### config.mk
export PLATFORM = sky130hd
export DESIGN_NAME = haptic_wave_sequencer_cfg
export DESIGN_NICKNAME = d
export VERILOG_FILES = /design/src/haptic_wave_sequencer_pkg.sv /design/src/haptic_wave_sequencer_cfg.sv
export VERILOG_INCLUDE_DIRS = /design/src
export SDC_FILE = /design/constraint.sdc
export NUM_CORES = 1
export LEC_CHECK = 0
export ABC_AREA = 1
export BUFFER_PORTS_ARGS = -buffer_cell sky130_fd_sc_hd__buf_2
export CAP_MARGIN = 40
export CORE_ASPECT_RATIO = 0.5
export CORE_UTILIZATION = 50
export CTS_BUF_LIST = sky130_fd_sc_hd__clkbuf_2 sky130_fd_sc_hd__clkbuf_4 sky130_fd_sc_hd__clkbuf_8
export CTS_CLUSTER_DIAMETER = 100
export DETAILED_ROUTE_END_ITERATION = 7
export HOLD_SLACK_MARGIN = 0.1
export PLACE_DENSITY = 0.69
export SLEW_MARGIN = 20
export SYNTH_ARGS = -nofsm -noshare
export SYNTH_HDL_FRONTEND = slang
export SYNTH_SLANG_ARGS = --single-unit
### constraint.sdc
create_clock -name i_clk -period 3.3 [get_ports i_clk]
set_clock_uncertainty 0.05 [all_clocks]
set_input_delay 0 -clock i_clk [delete_from_list [all_inputs] [get_ports i_clk]]
set_output_delay 0 -clock i_clk [all_outputs]
set_load 0.005 [all_outputs]
### src/haptic_wave_sequencer_cfg_consts.svh
// Named constants for the haptic wave sequencer configuration block
`ifndef HAPTIC_WAVE_SEQUENCER_CFG_CONSTS_SVH
`define HAPTIC_WAVE_SEQUENCER_CFG_CONSTS_SVH
// Register offsets on the serial control bus
`define HW_OFF_SLOT7        8'h10
`define HW_OFF_SLOT8        8'h11
`define HW_OFF_REP12        8'h12
`define HW_OFF_REP34        8'h13
`define HW_OFF_REP56        8'h14
`define HW_OFF_REP78        8'h15
`define HW_OFF_PAUSE_OUTER  8'h16
`define HW_OFF_CONT_CTL     8'h18
`define HW_OFF_PRESET_RES   8'h19
`define HW_OFF_HALF_CYCLE   8'h1A
// Reset values
`define HW_RST_SLOT         8'h00
`define HW_RST_REPEAT       8'h00
`define HW_RST_PAUSE_OUTER  8'h00
`define HW_RST_CONT_CTL     8'h10
`define HW_RST_PRESET_RES   8'h8D
`define HW_RST_HALF_CYCLE   8'h6A
`define HW_RD_UNMAPPED      8'h00
// Writable bit masks, unused bits read zero
`define HW_MASK_PAUSE_OUTER 8'h3F
`define HW_MASK_CONT_CTL    8'hF0
// Field positions
`define HW_SLOT_PAUSE_BIT   7
`define HW_OPEN_LOOP_BIT    7
`define HW_BRAKE_FOLLOW_BIT 6
`define HW_RES_DET_BIT      5
`define HW_EDGE_SHAPE_BIT   4
`define HW_PAUSE_SEL_MSB    5
`define HW_PAUSE_SEL_LSB    4
`define HW_OUTER_MSB        3
// Sequencer constants
`define HW_REPEAT_FOREVER   4'hF
`define HW_LAST_SLOT        3'h7
`define HW_UNIT_LEN_1       10'h001
`define HW_UNIT_LEN_8       10'h008
`define HW_UNIT_LEN_64      10'h040
`define HW_UNIT_LEN_512     10'h200
`define HW_MODE_MEMORY      2'h0
`define HW_MODE_REALTIME    2'h1
`define HW_MODE_CONT        2'h2
// Timing: system clock and waveform data rates
`define HW_CLK_HZ           250_000_000
`define HW_RATE_8K_HZ       8_000
`define HW_RATE_12K_HZ      12_000
`define HW_RATE_24K_HZ      24_000
`define HW_RATE_48K_HZ      48_000
`define HW_RATE_SEL_8K      2'h0
`define HW_RATE_SEL_12K     2'h1
`define HW_RATE_SEL_24K     2'h2
// Serial bus
`define HW_BITS_PER_BYTE    4'h8
`define HW_I2C_ADDR_DEFAULT 7'h2A
`endif

### src/haptic_wave_sequencer_pkg.sv
// Types shared by the haptic wave sequencer configuration block
`default_nettype none
package haptic_wave_sequencer_pkg;
  typedef enum logic [7:0] {
    I2C_IDLE  = 8'h01, I2C_ADDR  = 8'h02, I2C_AACK  = 8'h04, I2C_PTR  = 8'h08,
    I2C_PACK  = 8'h10, I2C_WDATA = 8'h20, I2C_WACK  = 8'h40, I2C_RDATA = 8'h80
  } i2c_state_t;
  typedef enum logic [5:0] {
    SEQ_IDLE = 6'h01, SEQ_LOAD = 6'h02, SEQ_WAVE = 6'h04,
    SEQ_PAUSE = 6'h08, SEQ_NEXT = 6'h10, SEQ_OUTER = 6'h20
  } seq_state_t;
  typedef struct packed {
    logic scl_s1; logic scl_s2; logic scl_d;
    logic sda_s1; logic sda_s2; logic sda_d;
  } sync_t;
  typedef struct packed {
    i2c_state_t  state;
    logic [3:0]  bit_cnt;
    logic [7:0]  shift;
    logic [7:0]  ptr;
    logic        rd;
    logic        in_ack;
    logic        sda_oe_n;
    logic        wr_en;
    logic [7:0]  wr_addr;
    logic [7:0]  wr_data;
  } i2c_t;
  typedef struct packed {
    logic [7:0] slot7; logic [7:0] slot8;
    logic [7:0] rep12; logic [7:0] rep34; logic [7:0] rep56; logic [7:0] rep78;
    logic [7:0] pause_outer; logic [7:0] cont_ctl;
    logic [7:0] preset_res; logic [7:0] half_cycle;
  } regs_t;
  typedef struct packed {
    seq_state_t  state;
    logic [2:0]  slot;
    logic [3:0]  rep_cnt;
    logic [3:0]  outer_cnt;
    logic [6:0]  pause_cnt;
    logic [9:0]  unit_cnt;
    logic [15:0] div_cnt;
    logic        wave_start;
    logic [6:0]  wave_num;
  } seq_t;
  typedef struct packed {
    logic zero_cross_en; logic brake_boost; logic fixed_half;
    logic rtp_start; logic cont_start; logic halt;
  } ctl_t;
endpackage
`default_nettype wire

### src/haptic_wave_sequencer_cfg.sv
// Register bank, serial bus slave and memory playback sequencer
`timescale 1ns/10ps
`default_nettype none
`include "haptic_wave_sequencer_cfg_consts.svh"
module haptic_wave_sequencer_cfg #(
  parameter logic [6:0]  DEV_ADDR = `HW_I2C_ADDR_DEFAULT,
  parameter logic [15:0] DIV_8K   = 16'(`HW_CLK_HZ / `HW_RATE_8K_HZ),
  parameter logic [15:0] DIV_12K  = 16'(`HW_CLK_HZ / `HW_RATE_12K_HZ),
  parameter logic [15:0] DIV_24K  = 16'(`HW_CLK_HZ / `HW_RATE_24K_HZ),
  parameter logic [15:0] DIV_48K  = 16'(`HW_CLK_HZ / `HW_RATE_48K_HZ)
) (
  input  wire logic        i_clk,
  input  wire logic        i_rst,
  input  wire logic        i_scl,
  input  wire logic        i_sda,
  output var  logic        o_sda_out,
  output var  logic        o_sda_oe_n,
  input  wire logic        i_play_go,
  input  wire logic        i_play_halt,
  input  wire logic [1:0]  i_play_mode,
  input  wire logic        i_track_en,
  input  wire logic [1:0]  i_wave_rate_select,
  input  wire logic        i_boost_mode,
  input  wire logic [47:0] i_slots_1_6,
  input  wire logic        i_wave_done,
  output var  logic        o_wave_start,
  output var  logic [6:0]  o_wave_num,
  output var  logic        o_seq_busy,
  output var  logic        o_rtp_start,
  output var  logic        o_cont_start,
  output var  logic        o_halt,
  output var  logic        o_open_loop,
  output var  logic        o_zero_cross_en,
  output var  logic        o_brake_boost_mode,
  output var  logic        o_resonance_detect_en,
  output var  logic        o_edge_shape_cos,
  output var  logic [7:0]  o_preset_resonance,
  output var  logic [7:0]  o_half_cycle_drive_len,
  output var  logic        o_fixed_half_cycle
);
  haptic_wave_sequencer_pkg::sync_t sync_ff, nxt_sync;
  haptic_wave_sequencer_pkg::i2c_t  i2c_ff,  nxt_i2c;
  haptic_wave_sequencer_pkg::regs_t regs_ff, nxt_regs;
  haptic_wave_sequencer_pkg::seq_t  seq_ff,  nxt_seq;
  haptic_wave_sequencer_pkg::ctl_t  ctl_ff,  nxt_ctl;
  logic        scl_rise, scl_fall, bus_start, bus_stop;
  logic [7:0]  rd_data, slot_cfg;
  logic [31:0] rep_vec;
  logic [3:0]  slot_rep, outer_code;
  logic [15:0] div_len;
  logic [9:0]  unit_len;

  // Register read mux; unmapped offsets read zero
  function automatic logic [7:0] reg_read(input haptic_wave_sequencer_pkg::regs_t r,
                                          input logic [7:0] a);
    case (a)
      `HW_OFF_SLOT7:       reg_read = r.slot7;
      `HW_OFF_SLOT8:       reg_read = r.slot8;
      `HW_OFF_REP12:       reg_read = r.rep12;
      `HW_OFF_REP34:       reg_read = r.rep34;
      `HW_OFF_REP56:       reg_read = r.rep56;
      `HW_OFF_REP78:       reg_read = r.rep78;
      `HW_OFF_PAUSE_OUTER: reg_read = r.pause_outer;
      `HW_OFF_CONT_CTL:    reg_read = r.cont_ctl;
      `HW_OFF_PRESET_RES:  reg_read = r.preset_res;
      `HW_OFF_HALF_CYCLE:  reg_read = r.half_cycle;
      default:             reg_read = `HW_RD_UNMAPPED;
    endcase
  endfunction

  // Bus pins pass two flops; edge detect compares the second stage with a third delay flop
  always_comb begin
    nxt_sync.scl_s1 = i_scl;
    nxt_sync.scl_s2 = sync_ff.scl_s1;
    nxt_sync.scl_d  = sync_ff.scl_s2;
    nxt_sync.sda_s1 = i_sda;
    nxt_sync.sda_s2 = sync_ff.sda_s1;
    nxt_sync.sda_d  = sync_ff.sda_s2;
  end

  always_ff @(posedge i_clk) begin
    if (i_rst) begin
      sync_ff <= '1;
    end else begin
      sync_ff <= nxt_sync;
    end
  end

  assign scl_rise  = sync_ff.scl_s2 & ~sync_ff.scl_d;
  assign scl_fall  = ~sync_ff.scl_s2 & sync_ff.scl_d;
  assign bus_start = sync_ff.scl_s2 & sync_ff.scl_d & sync_ff.sda_d & ~sync_ff.sda_s2;
  assign bus_stop  = sync_ff.scl_s2 & sync_ff.scl_d & ~sync_ff.sda_d & sync_ff.sda_s2;
  assign rd_data   = reg_read(regs_ff, i2c_ff.ptr);

  // Serial slave: sample on SCL rise, change SDA on SCL fall
  always_comb begin
    nxt_i2c       = i2c_ff;
    nxt_i2c.wr_en = 1'b0;
    if (bus_start) begin
      nxt_i2c.state    = haptic_wave_sequencer_pkg::I2C_ADDR;
      nxt_i2c.bit_cnt  = '0;
      nxt_i2c.sda_oe_n = 1'b1;
    end else if (bus_stop) begin
      nxt_i2c.state    = haptic_wave_sequencer_pkg::I2C_IDLE;
      nxt_i2c.sda_oe_n = 1'b1;
    end else if (scl_rise) begin
      if (i2c_ff.state == haptic_wave_sequencer_pkg::I2C_RDATA && i2c_ff.in_ack) begin
        nxt_i2c.rd = ~sync_ff.sda_s2; // Master nack ends the read burst
      end else if (i2c_ff.state inside {haptic_wave_sequencer_pkg::I2C_ADDR,
                   haptic_wave_sequencer_pkg::I2C_PTR, haptic_wave_sequencer_pkg::I2C_WDATA})
      begin
        nxt_i2c.shift   = {i2c_ff.shift[6:0], sync_ff.sda_s2};
        nxt_i2c.bit_cnt = i2c_ff.bit_cnt + 4'h1;
      end
    end else if (scl_fall) begin
      case (i2c_ff.state)
        haptic_wave_sequencer_pkg::I2C_ADDR: begin
          if (i2c_ff.bit_cnt == `HW_BITS_PER_BYTE) begin
            nxt_i2c.bit_cnt = '0;
            if (i2c_ff.shift[7:1] == DEV_ADDR) begin
              nxt_i2c.state    = haptic_wave_sequencer_pkg::I2C_AACK;
              nxt_i2c.rd       = i2c_ff.shift[0];
              nxt_i2c.sda_oe_n = 1'b0;
            end else begin
              nxt_i2c.state = haptic_wave_sequencer_pkg::I2C_IDLE;
            end
          end
        end
        haptic_wave_sequencer_pkg::I2C_PTR: begin
          if (i2c_ff.bit_cnt == `HW_BITS_PER_BYTE) begin
            nxt_i2c.bit_cnt  = '0;
            nxt_i2c.ptr      = i2c_ff.shift;
            nxt_i2c.state    = haptic_wave_sequencer_pkg::I2C_PACK;
            nxt_i2c.sda_oe_n = 1'b0;
          end
        end
        haptic_wave_sequencer_pkg::I2C_WDATA: begin
          if (i2c_ff.bit_cnt == `HW_BITS_PER_BYTE) begin
            nxt_i2c.bit_cnt  = '0;
            nxt_i2c.wr_en    = 1'b1;
            nxt_i2c.wr_addr  = i2c_ff.ptr;
            nxt_i2c.wr_data  = i2c_ff.shift;
            nxt_i2c.ptr      = i2c_ff.ptr + 8'h01;
            nxt_i2c.state    = haptic_wave_sequencer_pkg::I2C_WACK;
            nxt_i2c.sda_oe_n = 1'b0;
          end
        end
        haptic_wave_sequencer_pkg::I2C_AACK, haptic_wave_sequencer_pkg::I2C_PACK,
        haptic_wave_sequencer_pkg::I2C_WACK: begin
          nxt_i2c.sda_oe_n = 1'b1;
          nxt_i2c.state    = haptic_wave_sequencer_pkg::I2C_WDATA;
          if (i2c_ff.state == haptic_wave_sequencer_pkg::I2C_AACK) begin
            if (i2c_ff.rd) begin
              // Read burst starts at the stored pointer and post-increments
              nxt_i2c.state    = haptic_wave_sequencer_pkg::I2C_RDATA;
              nxt_i2c.shift    = rd_data;
              nxt_i2c.ptr      = i2c_ff.ptr + 8'h01;
              nxt_i2c.in_ack   = 1'b0;
              nxt_i2c.sda_oe_n = rd_data[7];
            end else begin
              nxt_i2c.state = haptic_wave_sequencer_pkg::I2C_PTR;
            end
          end
        end
        haptic_wave_sequencer_pkg::I2C_RDATA: begin
          if (i2c_ff.in_ack) begin
            if (i2c_ff.rd) begin
              nxt_i2c.shift    = rd_data;
              nxt_i2c.ptr      = i2c_ff.ptr + 8'h01;
              nxt_i2c.in_ack   = 1'b0;
              nxt_i2c.sda_oe_n = rd_data[7];
            end else begin
              nxt_i2c.state = haptic_wave_sequencer_pkg::I2C_IDLE;
            end
          end else if (i2c_ff.bit_cnt == `HW_BITS_PER_BYTE - 4'h1) begin
            nxt_i2c.bit_cnt  = '0;
            nxt_i2c.in_ack   = 1'b1;
            nxt_i2c.sda_oe_n = 1'b1; // Release for the master acknowledge
          end else begin
            nxt_i2c.bit_cnt  = i2c_ff.bit_cnt + 4'h1;
            nxt_i2c.shift    = {i2c_ff.shift[6:0], 1'b0};
            nxt_i2c.sda_oe_n = i2c_ff.shift[6];
          end
        end
        default: ;
      endcase
    end
  end

  always_ff @(posedge i_clk) begin
    if (i_rst) begin
      i2c_ff       <= '0;
      i2c_ff.state <= haptic_wave_sequencer_pkg::I2C_IDLE;
      i2c_ff.sda_oe_n <= 1'b1;
    end else begin
      i2c_ff <= nxt_i2c;
    end
  end

  // Register writes one cycle after the data byte is taken
  always_comb begin
    nxt_regs = regs_ff;
    if (i2c_ff.wr_en) begin
      case (i2c_ff.wr_addr)
        `HW_OFF_SLOT7:       nxt_regs.slot7       = i2c_ff.wr_data;
        `HW_OFF_SLOT8:       nxt_regs.slot8       = i2c_ff.wr_data;
        `HW_OFF_REP12:       nxt_regs.rep12       = i2c_ff.wr_data;
        `HW_OFF_REP34:       nxt_regs.rep34       = i2c_ff.wr_data;
        `HW_OFF_REP56:       nxt_regs.rep56       = i2c_ff.wr_data;
        `HW_OFF_REP78:       nxt_regs.rep78       = i2c_ff.wr_data;
        `HW_OFF_PAUSE_OUTER: nxt_regs.pause_outer = i2c_ff.wr_data & `HW_MASK_PAUSE_OUTER;
        `HW_OFF_CONT_CTL:    nxt_regs.cont_ctl    = i2c_ff.wr_data & `HW_MASK_CONT_CTL;
        `HW_OFF_PRESET_RES:  nxt_regs.preset_res  = i2c_ff.wr_data;
        `HW_OFF_HALF_CYCLE:  nxt_regs.half_cycle  = i2c_ff.wr_data;
        default: ;
      endcase
    end
  end

  always_ff @(posedge i_clk) begin
    if (i_rst) begin
      regs_ff <= '{`HW_RST_SLOT, `HW_RST_SLOT, `HW_RST_REPEAT, `HW_RST_REPEAT,
                   `HW_RST_REPEAT, `HW_RST_REPEAT, `HW_RST_PAUSE_OUTER,
                   `HW_RST_CONT_CTL, `HW_RST_PRESET_RES, `HW_RST_HALF_CYCLE};
    end else begin
      regs_ff <= nxt_regs;
    end
  end

  // Slot selection, repeat codes and pause timing
  always_comb begin
    slot_cfg = (seq_ff.slot == `HW_LAST_SLOT) ? regs_ff.slot8 :
               (seq_ff.slot == `HW_LAST_SLOT - 3'h1) ? regs_ff.slot7 :
               i_slots_1_6[{seq_ff.slot, 3'b000} +: 8];
    rep_vec  = {regs_ff.rep78[3:0], regs_ff.rep78[7:4], regs_ff.rep56[3:0],
                regs_ff.rep56[7:4], regs_ff.rep34[3:0], regs_ff.rep34[7:4],
                regs_ff.rep12[3:0], regs_ff.rep12[7:4]};
    slot_rep   = rep_vec[{seq_ff.slot, 2'b00} +: 4];
    outer_code = regs_ff.pause_outer[`HW_OUTER_MSB:0];
    case (i_wave_rate_select)
      `HW_RATE_SEL_8K:  div_len = DIV_8K;
      `HW_RATE_SEL_12K: div_len = DIV_12K;
      `HW_RATE_SEL_24K: div_len = DIV_24K;
      default:          div_len = DIV_48K;
    endcase
    case (regs_ff.pause_outer[`HW_PAUSE_SEL_MSB:`HW_PAUSE_SEL_LSB])
      2'h0:    unit_len = `HW_UNIT_LEN_1;
      2'h1:    unit_len = `HW_UNIT_LEN_8;
      2'h2:    unit_len = `HW_UNIT_LEN_64;
      default: unit_len = `HW_UNIT_LEN_512;
    endcase
  end

  // Memory playback sequencer; halt has priority over everything
  always_comb begin
    nxt_seq            = seq_ff;
    nxt_seq.wave_start = 1'b0;
    if (i_play_halt) begin
      nxt_seq.state = haptic_wave_sequencer_pkg::SEQ_IDLE;
    end else begin
      case (seq_ff.state)
        haptic_wave_sequencer_pkg::SEQ_IDLE: begin
          if (i_play_go && i_play_mode == `HW_MODE_MEMORY) begin
            nxt_seq.state     = haptic_wave_sequencer_pkg::SEQ_LOAD;
            nxt_seq.slot      = '0;
            nxt_seq.rep_cnt   = '0;
            nxt_seq.outer_cnt = '0;
          end
        end
        haptic_wave_sequencer_pkg::SEQ_LOAD: begin
          if (slot_cfg[`HW_SLOT_PAUSE_BIT]) begin
            nxt_seq.state     = haptic_wave_sequencer_pkg::SEQ_PAUSE;
            nxt_seq.pause_cnt = slot_cfg[6:0];
            nxt_seq.unit_cnt  = '0;
            nxt_seq.div_cnt   = '0;
          end else if (slot_cfg[6:0] == 7'h00) begin
            nxt_seq.state = haptic_wave_sequencer_pkg::SEQ_OUTER; // Empty slot ends the pass
          end else begin
            nxt_seq.state      = haptic_wave_sequencer_pkg::SEQ_WAVE;
            nxt_seq.wave_start = 1'b1;
            nxt_seq.wave_num   = slot_cfg[6:0];
          end
        end
        haptic_wave_sequencer_pkg::SEQ_WAVE: begin
          if (i_wave_done) begin
            nxt_seq.state = haptic_wave_sequencer_pkg::SEQ_NEXT;
          end
        end
        haptic_wave_sequencer_pkg::SEQ_PAUSE: begin
          // Code times unit, unit counted in data-rate samples
          if (seq_ff.pause_cnt == 7'h00) begin
            nxt_seq.state = haptic_wave_sequencer_pkg::SEQ_NEXT;
          end else if (seq_ff.div_cnt == div_len - 16'h0001) begin
            nxt_seq.div_cnt = '0;
            if (seq_ff.unit_cnt == unit_len - 10'h001) begin
              nxt_seq.unit_cnt  = '0;
              nxt_seq.pause_cnt = seq_ff.pause_cnt - 7'h01;
            end else begin
              nxt_seq.unit_cnt = seq_ff.unit_cnt + 10'h001;
            end
          end else begin
            nxt_seq.div_cnt = seq_ff.div_cnt + 16'h0001;
          end
        end
        haptic_wave_sequencer_pkg::SEQ_NEXT: begin
          nxt_seq.state = haptic_wave_sequencer_pkg::SEQ_LOAD;
          if (slot_rep == `HW_REPEAT_FOREVER) begin
            nxt_seq.rep_cnt = seq_ff.rep_cnt;
          end else if (seq_ff.rep_cnt < slot_rep) begin
            nxt_seq.rep_cnt = seq_ff.rep_cnt + 4'h1;
          end else begin
            nxt_seq.rep_cnt = '0;
            if (seq_ff.slot == `HW_LAST_SLOT) begin
              nxt_seq.state = haptic_wave_sequencer_pkg::SEQ_OUTER;
            end else begin
              nxt_seq.slot = seq_ff.slot + 3'h1;
            end
          end
        end
        haptic_wave_sequencer_pkg::SEQ_OUTER: begin
          nxt_seq.slot    = '0;
          nxt_seq.rep_cnt = '0;
          nxt_seq.state   = haptic_wave_sequencer_pkg::SEQ_LOAD;
          if (outer_code == `HW_REPEAT_FOREVER) begin
            nxt_seq.outer_cnt = seq_ff.outer_cnt;
          end else if (seq_ff.outer_cnt < outer_code) begin
            nxt_seq.outer_cnt = seq_ff.outer_cnt + 4'h1;
          end else begin
            nxt_seq.state = haptic_wave_sequencer_pkg::SEQ_IDLE;
          end
        end
        default: nxt_seq.state = haptic_wave_sequencer_pkg::SEQ_IDLE;
      endcase
    end
  end

  always_ff @(posedge i_clk) begin
    if (i_rst) begin
      seq_ff       <= '0;
      seq_ff.state <= haptic_wave_sequencer_pkg::SEQ_IDLE;
    end else begin
      seq_ff <= nxt_seq;
    end
  end

  // Derived drive controls and mode start pulses
  always_comb begin
    nxt_ctl.zero_cross_en = ~regs_ff.cont_ctl[`HW_OPEN_LOOP_BIT];
    nxt_ctl.brake_boost   = regs_ff.cont_ctl[`HW_BRAKE_FOLLOW_BIT] & i_boost_mode;
    nxt_ctl.fixed_half    = ~i_track_en;
    nxt_ctl.halt          = i_play_halt;
    nxt_ctl.rtp_start     = i_play_go & ~i_play_halt & (i_play_mode == `HW_MODE_REALTIME);
    nxt_ctl.cont_start    = i_play_go & ~i_play_halt & (i_play_mode == `HW_MODE_CONT);
  end

  always_ff @(posedge i_clk) begin
    if (i_rst) begin
      ctl_ff <= '0;
      ctl_ff.zero_cross_en <= 1'b1;
    end else begin
      ctl_ff <= nxt_ctl;
    end
  end

  // Outputs straight from flops; SDA is open drain, only ever pulled low
  assign o_sda_out              = 1'b0;
  assign o_sda_oe_n             = i2c_ff.sda_oe_n;
  assign o_wave_start           = seq_ff.wave_start;
  assign o_wave_num             = seq_ff.wave_num;
  assign o_seq_busy             = ~seq_ff.state[0];
  assign o_rtp_start            = ctl_ff.rtp_start;
  assign o_cont_start           = ctl_ff.cont_start;
  assign o_halt                 = ctl_ff.halt;
  assign o_open_loop            = regs_ff.cont_ctl[`HW_OPEN_LOOP_BIT];
  assign o_zero_cross_en        = ctl_ff.zero_cross_en;
  assign o_brake_boost_mode     = ctl_ff.brake_boost;
  assign o_resonance_detect_en  = regs_ff.cont_ctl[`HW_RES_DET_BIT];
  assign o_edge_shape_cos       = regs_ff.cont_ctl[`HW_EDGE_SHAPE_BIT];
  assign o_preset_resonance     = regs_ff.preset_res;
  assign o_half_cycle_drive_len = regs_ff.half_cycle;
  assign o_fixed_half_cycle     = ctl_ff.fixed_half;
endmodule
`default_nettype wire

Yosys cells after proc, flatten, opt, wreduce, memory -nomap -nowiden

Cells that the tools add are included.

Flip-flop bits (word level): 192
Input bits: 61

Order comparisons: 2
Shift operators: 2
Mux-type cells: 113
$add $sub $neg: 10
Eq/ne operators: 87
Reduce and logical (&&, ||, !) cells: 55
Bitwise gates (word level): 27

Operator list:

| cell               | count |
|---|---|
| $mux 12            | 18 |
| $mux 16            | 11 |
| $eq 8x5->1 const B | 21 |
| $mux 18            | 6 |
| $mux 8             | 13 |
| $pmux 8 s10        | 1 |
| $mux 33            | 2 |
| $pmux 33 s2        | 1 |
| $mux 17            | 3 |
| $shiftx 48x7->8    | 1 |
| $pmux 15 s3        | 1 |
| $mux 42            | 1 |
| $mux 6             | 7 |
| $pmux 8 s5         | 1 |
| $pmux 6 s6         | 1 |
| $pmux 8 s4         | 1 |
| $reduce_and 8->1   | 4 |
| $shiftx 32x6->4    | 1 |
| $mux 2             | 15 |
| $ne 2x2->1 const B | 15 |
| $pmux 10 s3        | 1 |
| $mux 4             | 6 |
| $mux 22            | 1 |
| $pmux 7 s3         | 1 |
| 71 further kinds   | 163 |

Logic depth before layout (Yosys ltp)

Word-level depth: 13
Depth in mapped cells: 19

Worst setup path after synthesis

OpenSTA, ideal clock, no wires.

Path kind: reg-to-reg
From: register seq_ff[49] (netlist name)
To: register seq_ff[13] (netlist name)
Path buffers: 5
Stages on the path, launching flop included: 17
Library setup time: 0.127 ns
Arrival time: 2.143 ns
Period minus slack after synthesis: 2.320 ns
Setup slack: 0.980 ns
Data required time: 3.123 ns
Cell sequence: dfxtp_1 > buf_6 > inv_2 > buf_6 > buf_6 > ha_1 > nand3b_1 > inv_2 > a21oi_1 > nand2_1 > o21ai_2 > nand2_1 > nand3_2 > buf_4 > buf_6 > nor3_1 > nor3b_1

Word-level cells in the longest chain between the ends: 5
Elaborated cells on any way between the ends: 7

RTL lines:

| what                                                 | line                                                               | RTL |
|---|---|---|
| start: declaration                                   | haptic_wave_sequencer_cfg.sv:44                                    | `haptic_wave_sequencer_pkg::seq_t seq_ff, nxt_seq;` |
| start signal: assignment                             | haptic_wave_sequencer_cfg.sv:342                                   | `seq_ff <= nxt_seq;` |
| $shiftx 48x7->8 / $eq 3x3->1 (equally long branches) | haptic_wave_sequencer_cfg.sv:234, haptic_wave_sequencer_cfg.sv:233 |  |
| $mux 8                                               | haptic_wave_sequencer_cfg.sv:233                                   | `` (seq_ff.slot == `HW_LAST_SLOT - 3'h1) ? regs_ff.slot7 : `` |
| $mux 8 (*)                                           | haptic_wave_sequencer_cfg.sv:232                                   | `` slot_cfg = (seq_ff.slot == `HW_LAST_SLOT) ? regs_ff.slot8 : `` |
| $ne 2x2->1 (no source line) (*)                      | -                                                                  |  |
| $reduce_and 4->1 (no source line) (*)                | -                                                                  |  |

Every way passes the cells marked *; elsewhere a longest branch is shown, timed or not.
A chain may end at the register's enable or synchronous reset.

Final worst setup path

From: register seq_ff[50] (netlist name)
To: register seq_ff[54] (netlist name)

Word-level cells in the longest chain between the ends: 7
Elaborated cells on any way between the ends: 14

RTL lines:

| what                                                 | line                                                               | RTL |
|---|---|---|
| $shiftx 48x7->8 / $eq 3x3->1 (equally long branches) | haptic_wave_sequencer_cfg.sv:234, haptic_wave_sequencer_cfg.sv:233 |  |
| $mux 8                                               | haptic_wave_sequencer_cfg.sv:233                                   |  |
| $mux 8                                               | haptic_wave_sequencer_cfg.sv:232                                   |  |
| $logic_not 7->1                                      | haptic_wave_sequencer_cfg.sv:276                                   | `end else if (slot_cfg[6:0] == 7'h00) begin` |
| $mux 6                                               | haptic_wave_sequencer_cfg.sv:276                                   |  |
| $mux 6                                               | haptic_wave_sequencer_cfg.sv:271                                   | `` if (slot_cfg[`HW_SLOT_PAUSE_BIT]) begin `` |
| $pmux 6 s6 (*)                                       | haptic_wave_sequencer_cfg.sv:261                                   | `case (seq_ff.state)` |

Every way passes the cells marked *; elsewhere a longest branch is shown, timed or not. The select of a mux whose other input is x is not followed.

==> out/summary.txt <==
status: finished clean
count of unresolved DRC violations after routing: 0
clock period minus final worst setup slack: 2.94 ns
dominant cells by area after synthesis: sky130_fd_sc_hd__dfxtp_1 33%, sky130_fd_sc_hd__nand2_1 12%, sky130_fd_sc_hd__nor2_1 7.8%
part of the Yosys area used for sequential elements: 0.332
Hold WC Path Type: in2reg
area occupied by multi-input gates: 6430 sq um
area of the core: 22200 sq um
required time at the endpoint of the critical path: 3.64 ns
Synth Warn #: 0
top-level port count: 97
global router's overall resource usage: 0.294
Setup Viol. Count Final: 0
placement row count: 38
area grow syn2layout: 10.0%
initial antenna violation count: 0
commonest cells in the netlist: 358 x sky130_fd_sc_hd__nand2_1, 240 x sky130_fd_sc_hd__nor2_1, 209 x sky130_fd_sc_hd__inv_1
max-cap violations: 0
Post-synth EDFFs: 0
FF/Latch Area: 3840 sq um
Util after Layout: 0.574
H-tree Lvls: 4
maximum buffer depth of the clock tree: 2
routed length per instance: 16.0 um
antenna diode instance count: 0
ys flop type: sky130_fd_sc_hd__dfxtp_1
Achievable Freq: 0.341 GHz
Clock Sinks: 192
top-area cell type share of the netlist area: 0.332
final total negative setup slack: 0 ns
measured slew at the worst slew-check pin: 0.857 ns
mean post-synth cell area: 6.54 sq um
starting density of the core: 0.522
RSZ-0062 raised after global routing: false
Worst-Skew Late Latency: 0.49 ns
headroom to the max-slew limit: 0.424
Syn Nets: 1866
most used standard cell by instance count after synthesis: sky130_fd_sc_hd__nand2_1
synthesis-stage register bit count: 192
post-route fraction of the period consumed by the critical path: 0.890
final hold violation count: 0
pin count of the biggest net entering global routing: 44
Filler cells: 2218
instance count of the mapped netlist: 1771
hold depth: 9
vias in the first global route: 10700
crit path capture type: flip-flop
final global-route overflow total: 0
post-detailed-routing wire length: 34500 um
highest ir drop seen on vdd: 236 uV
maximum fanout encountered on the critical timing path: 15
number of library cell types mapped by synthesis: 52
Slew Limit Fails: 0
CTS tree: done
routed vias: 12000
fraction of layout cells with a size suffix above 1: 0.112
Die Wd: 217 um
critical path class: reg2reg
leakage power: 5.30 nW
number of nets in the final layout: 1940
routed vias/inst: 5.56
share of flip-flops with an asynchronous set or reset after synthesis: 0
floorplan die area: 23800 sq um
arrival time of data at the critical path endpoint: 3.28 ns
Starting DRT DRC Count: 1207
RePlAce Congestion: 0.954
PwrDens: 351 nW/um^2
final hold slack: 0.140 ns
Yosys top cell by area: sky130_fd_sc_hd__dfxtp_1
total half-perimeter wirelength after legalization and detailed placement: 26000 um
Post-Syn Area: 11600 sq um
Reg2Reg Depth: 12
CTS root buf: sky130_fd_sc_hd__clkbuf_8
DR pass1 iterations: 6
number of nets with antenna violations after detailed routing: 0
startpoint class of the critical path: flip-flop
number of buffer cells added on primary ports: 95
clock transition at the registers of the reported paths: 0.10 ns
height of the chip: 110 um
wire length of the first global-routing pass: 55300 um
clock buffer count from CTS: 17
[routing by layer]
| layer | GRT usage | part of all wire |
|---|---|---|
| met5 | 0 | 0 |
| met4 | 0.0634 | 0.011 |
| met3 | 0.0484 | 0.080 |
| met2 | 0.456 | 0.42 |
| met1 | 0.426 | 0.48 |
[metrics by stage]
| stage | power (mW) | cell area [sq um] | worst slack [ns] | instances |
|---|---|---|---|---|
| after detailed placement | 2.79 | 12100 | 0.186 | 2101 |
| after CTS | 4.48 | 12700 | 0.178 | 2154 |
| after global placement | 2.78 | 12100 | 0.276 | 2100 |
| after floorplan | 2.67 | 11600 | 0.980 | 1771 |
| after global routing | 4.65 | 12700 | 0.154 | 2158 |
| final | 4.47 | 12700 | 0.364 | 2158 |
[state kept, by name, indices dropped and copies added (netlist names), 2 cells and up]
name / flops
seq_ff: 50
sync_ff: 2
regs_ff: 51
o_half_cycle_drive_len: 8
o_preset_resonance: 8
outer_code: 4
nxt_sync: 4
o_wave_num: 7
i2c_ff: 47
[logic make-up after synthesis]
group                      Yosys count  share of synthesized area
AOI/OAI and AO/OA                  382                      0.183
xor gates and xnor gates            18                     0.0136
adders and majority gates           34                     0.0367
buffers and inverters              301                      0.114
DFF                                192                      0.332
other                                1                   0.000324
and+or+nand+nor                    843                      0.320
[cell type report]
type | instances | share of cell area
clock buffer | 20 | 0.0211
clock inverter | 12 | 0.0123
inverter | 220 | 0.0654
multi-input combinational | 1278 | 0.504
sequential | 192 | 0.302
tap | 300 | 0.0295
timing repair buffer | 136 | 0.0656
[path summary, 6_finish.rpt]
check	from	to	slack, ns
max reg2reg	seq_ff[50]	seq_ff[54]	0.36
min	i_slots_1_6[34]	o_wave_num[2]	0.14
min reg2reg	nxt_sync[4]	nxt_sync[3]	0.37
max	seq_ff[50]	seq_ff[54]	0.36
[placed cells by master, fill, tap and decap left out, types with 3 or more instances in the layout]
cell                            Yosys  routed
sky130_fd_sc_hd__nand2_1          358     358
sky130_fd_sc_hd__nor2_1           240     240
sky130_fd_sc_hd__inv_1            209     207
sky130_fd_sc_hd__dfxtp_1          192     191
sky130_fd_sc_hd__a21oi_1          143     143
sky130_fd_sc_hd__o21ai_0          135     135
sky130_fd_sc_hd__nand3_1          122     122
sky130_fd_sc_hd__buf_2             18      95
sky130_fd_sc_hd__nor3_1            34      34
sky130_fd_sc_hd__ha_1              34      34
sky130_fd_sc_hd__a211oi_1          30      30
sky130_fd_sc_hd__nand4_1           27      27
sky130_fd_sc_hd__o22ai_1           21      21
sky130_fd_sc_hd__dlygate4sd3_1      0      21
sky130_fd_sc_hd__buf_4             28      20
sky130_fd_sc_hd__clkbuf_8           0      19
sky130_fd_sc_hd__o21ai_1           17      17
sky130_fd_sc_hd__xor2_1            16      16
sky130_fd_sc_hd__o211ai_1          11      11
sky130_fd_sc_hd__inv_2             10      10
sky130_fd_sc_hd__nor2_2            10      10
sky130_fd_sc_hd__or2_2             10      10
sky130_fd_sc_hd__nand2_2            7       7
sky130_fd_sc_hd__nor4_1             7       7
sky130_fd_sc_hd__nand3b_1           6       6
sky130_fd_sc_hd__o21a_1             5       5
sky130_fd_sc_hd__a31oi_1            5       5
sky130_fd_sc_hd__nor3_2             4       4
sky130_fd_sc_hd__nor3b_1            4       4
sky130_fd_sc_hd__clkinvlp_4         0       3
sky130_fd_sc_hd__nor2_4             3       3
sky130_fd_sc_hd__nand3_2            4       3
sky130_fd_sc_hd__inv_6              0       3
sky130_fd_sc_hd__bufinv_16          0       3
sky130_fd_sc_hd__clkinv_2           0       3
[timing repair]
item / in CTS / in global routing
hold endpoints to repair: 56 / 0
buffers inserted: 0 / 3
resized for setup: 0 / 4
endpoints found under the setup margin: 0 / 20
hold buffers: 21 / 0
[where the power goes]
group	internal [mW]	total, mW	switching (mW)	leakage [nW]
Combinational	0.155	0.421	0.267	3.53
Sequential	2.33	2.34	0.0145	1.55
Clock	0.804	1.70	0.900	0.217
[worst max-delay path, cell delays in order, from the launching register on]
cell,delay [ns]
sky130_fd_sc_hd__dfxtp_2,0.50
sky130_fd_sc_hd__ha_1,0.23
sky130_fd_sc_hd__ha_1,0.22
sky130_fd_sc_hd__inv_1,0.07
sky130_fd_sc_hd__buf_4,0.18
sky130_fd_sc_hd__or2_2,0.28
sky130_fd_sc_hd__nand2_1,0.15
sky130_fd_sc_hd__nand2_1,0.08
sky130_fd_sc_hd__nor2_2,0.09
sky130_fd_sc_hd__nand2_2,0.19
sky130_fd_sc_hd__nand3_1,0.16
sky130_fd_sc_hd__a21oi_1,0.07
sky130_fd_sc_hd__dlygate4sd3_1,0.55
No activity file was read; power rests on OpenSTA's default activity.
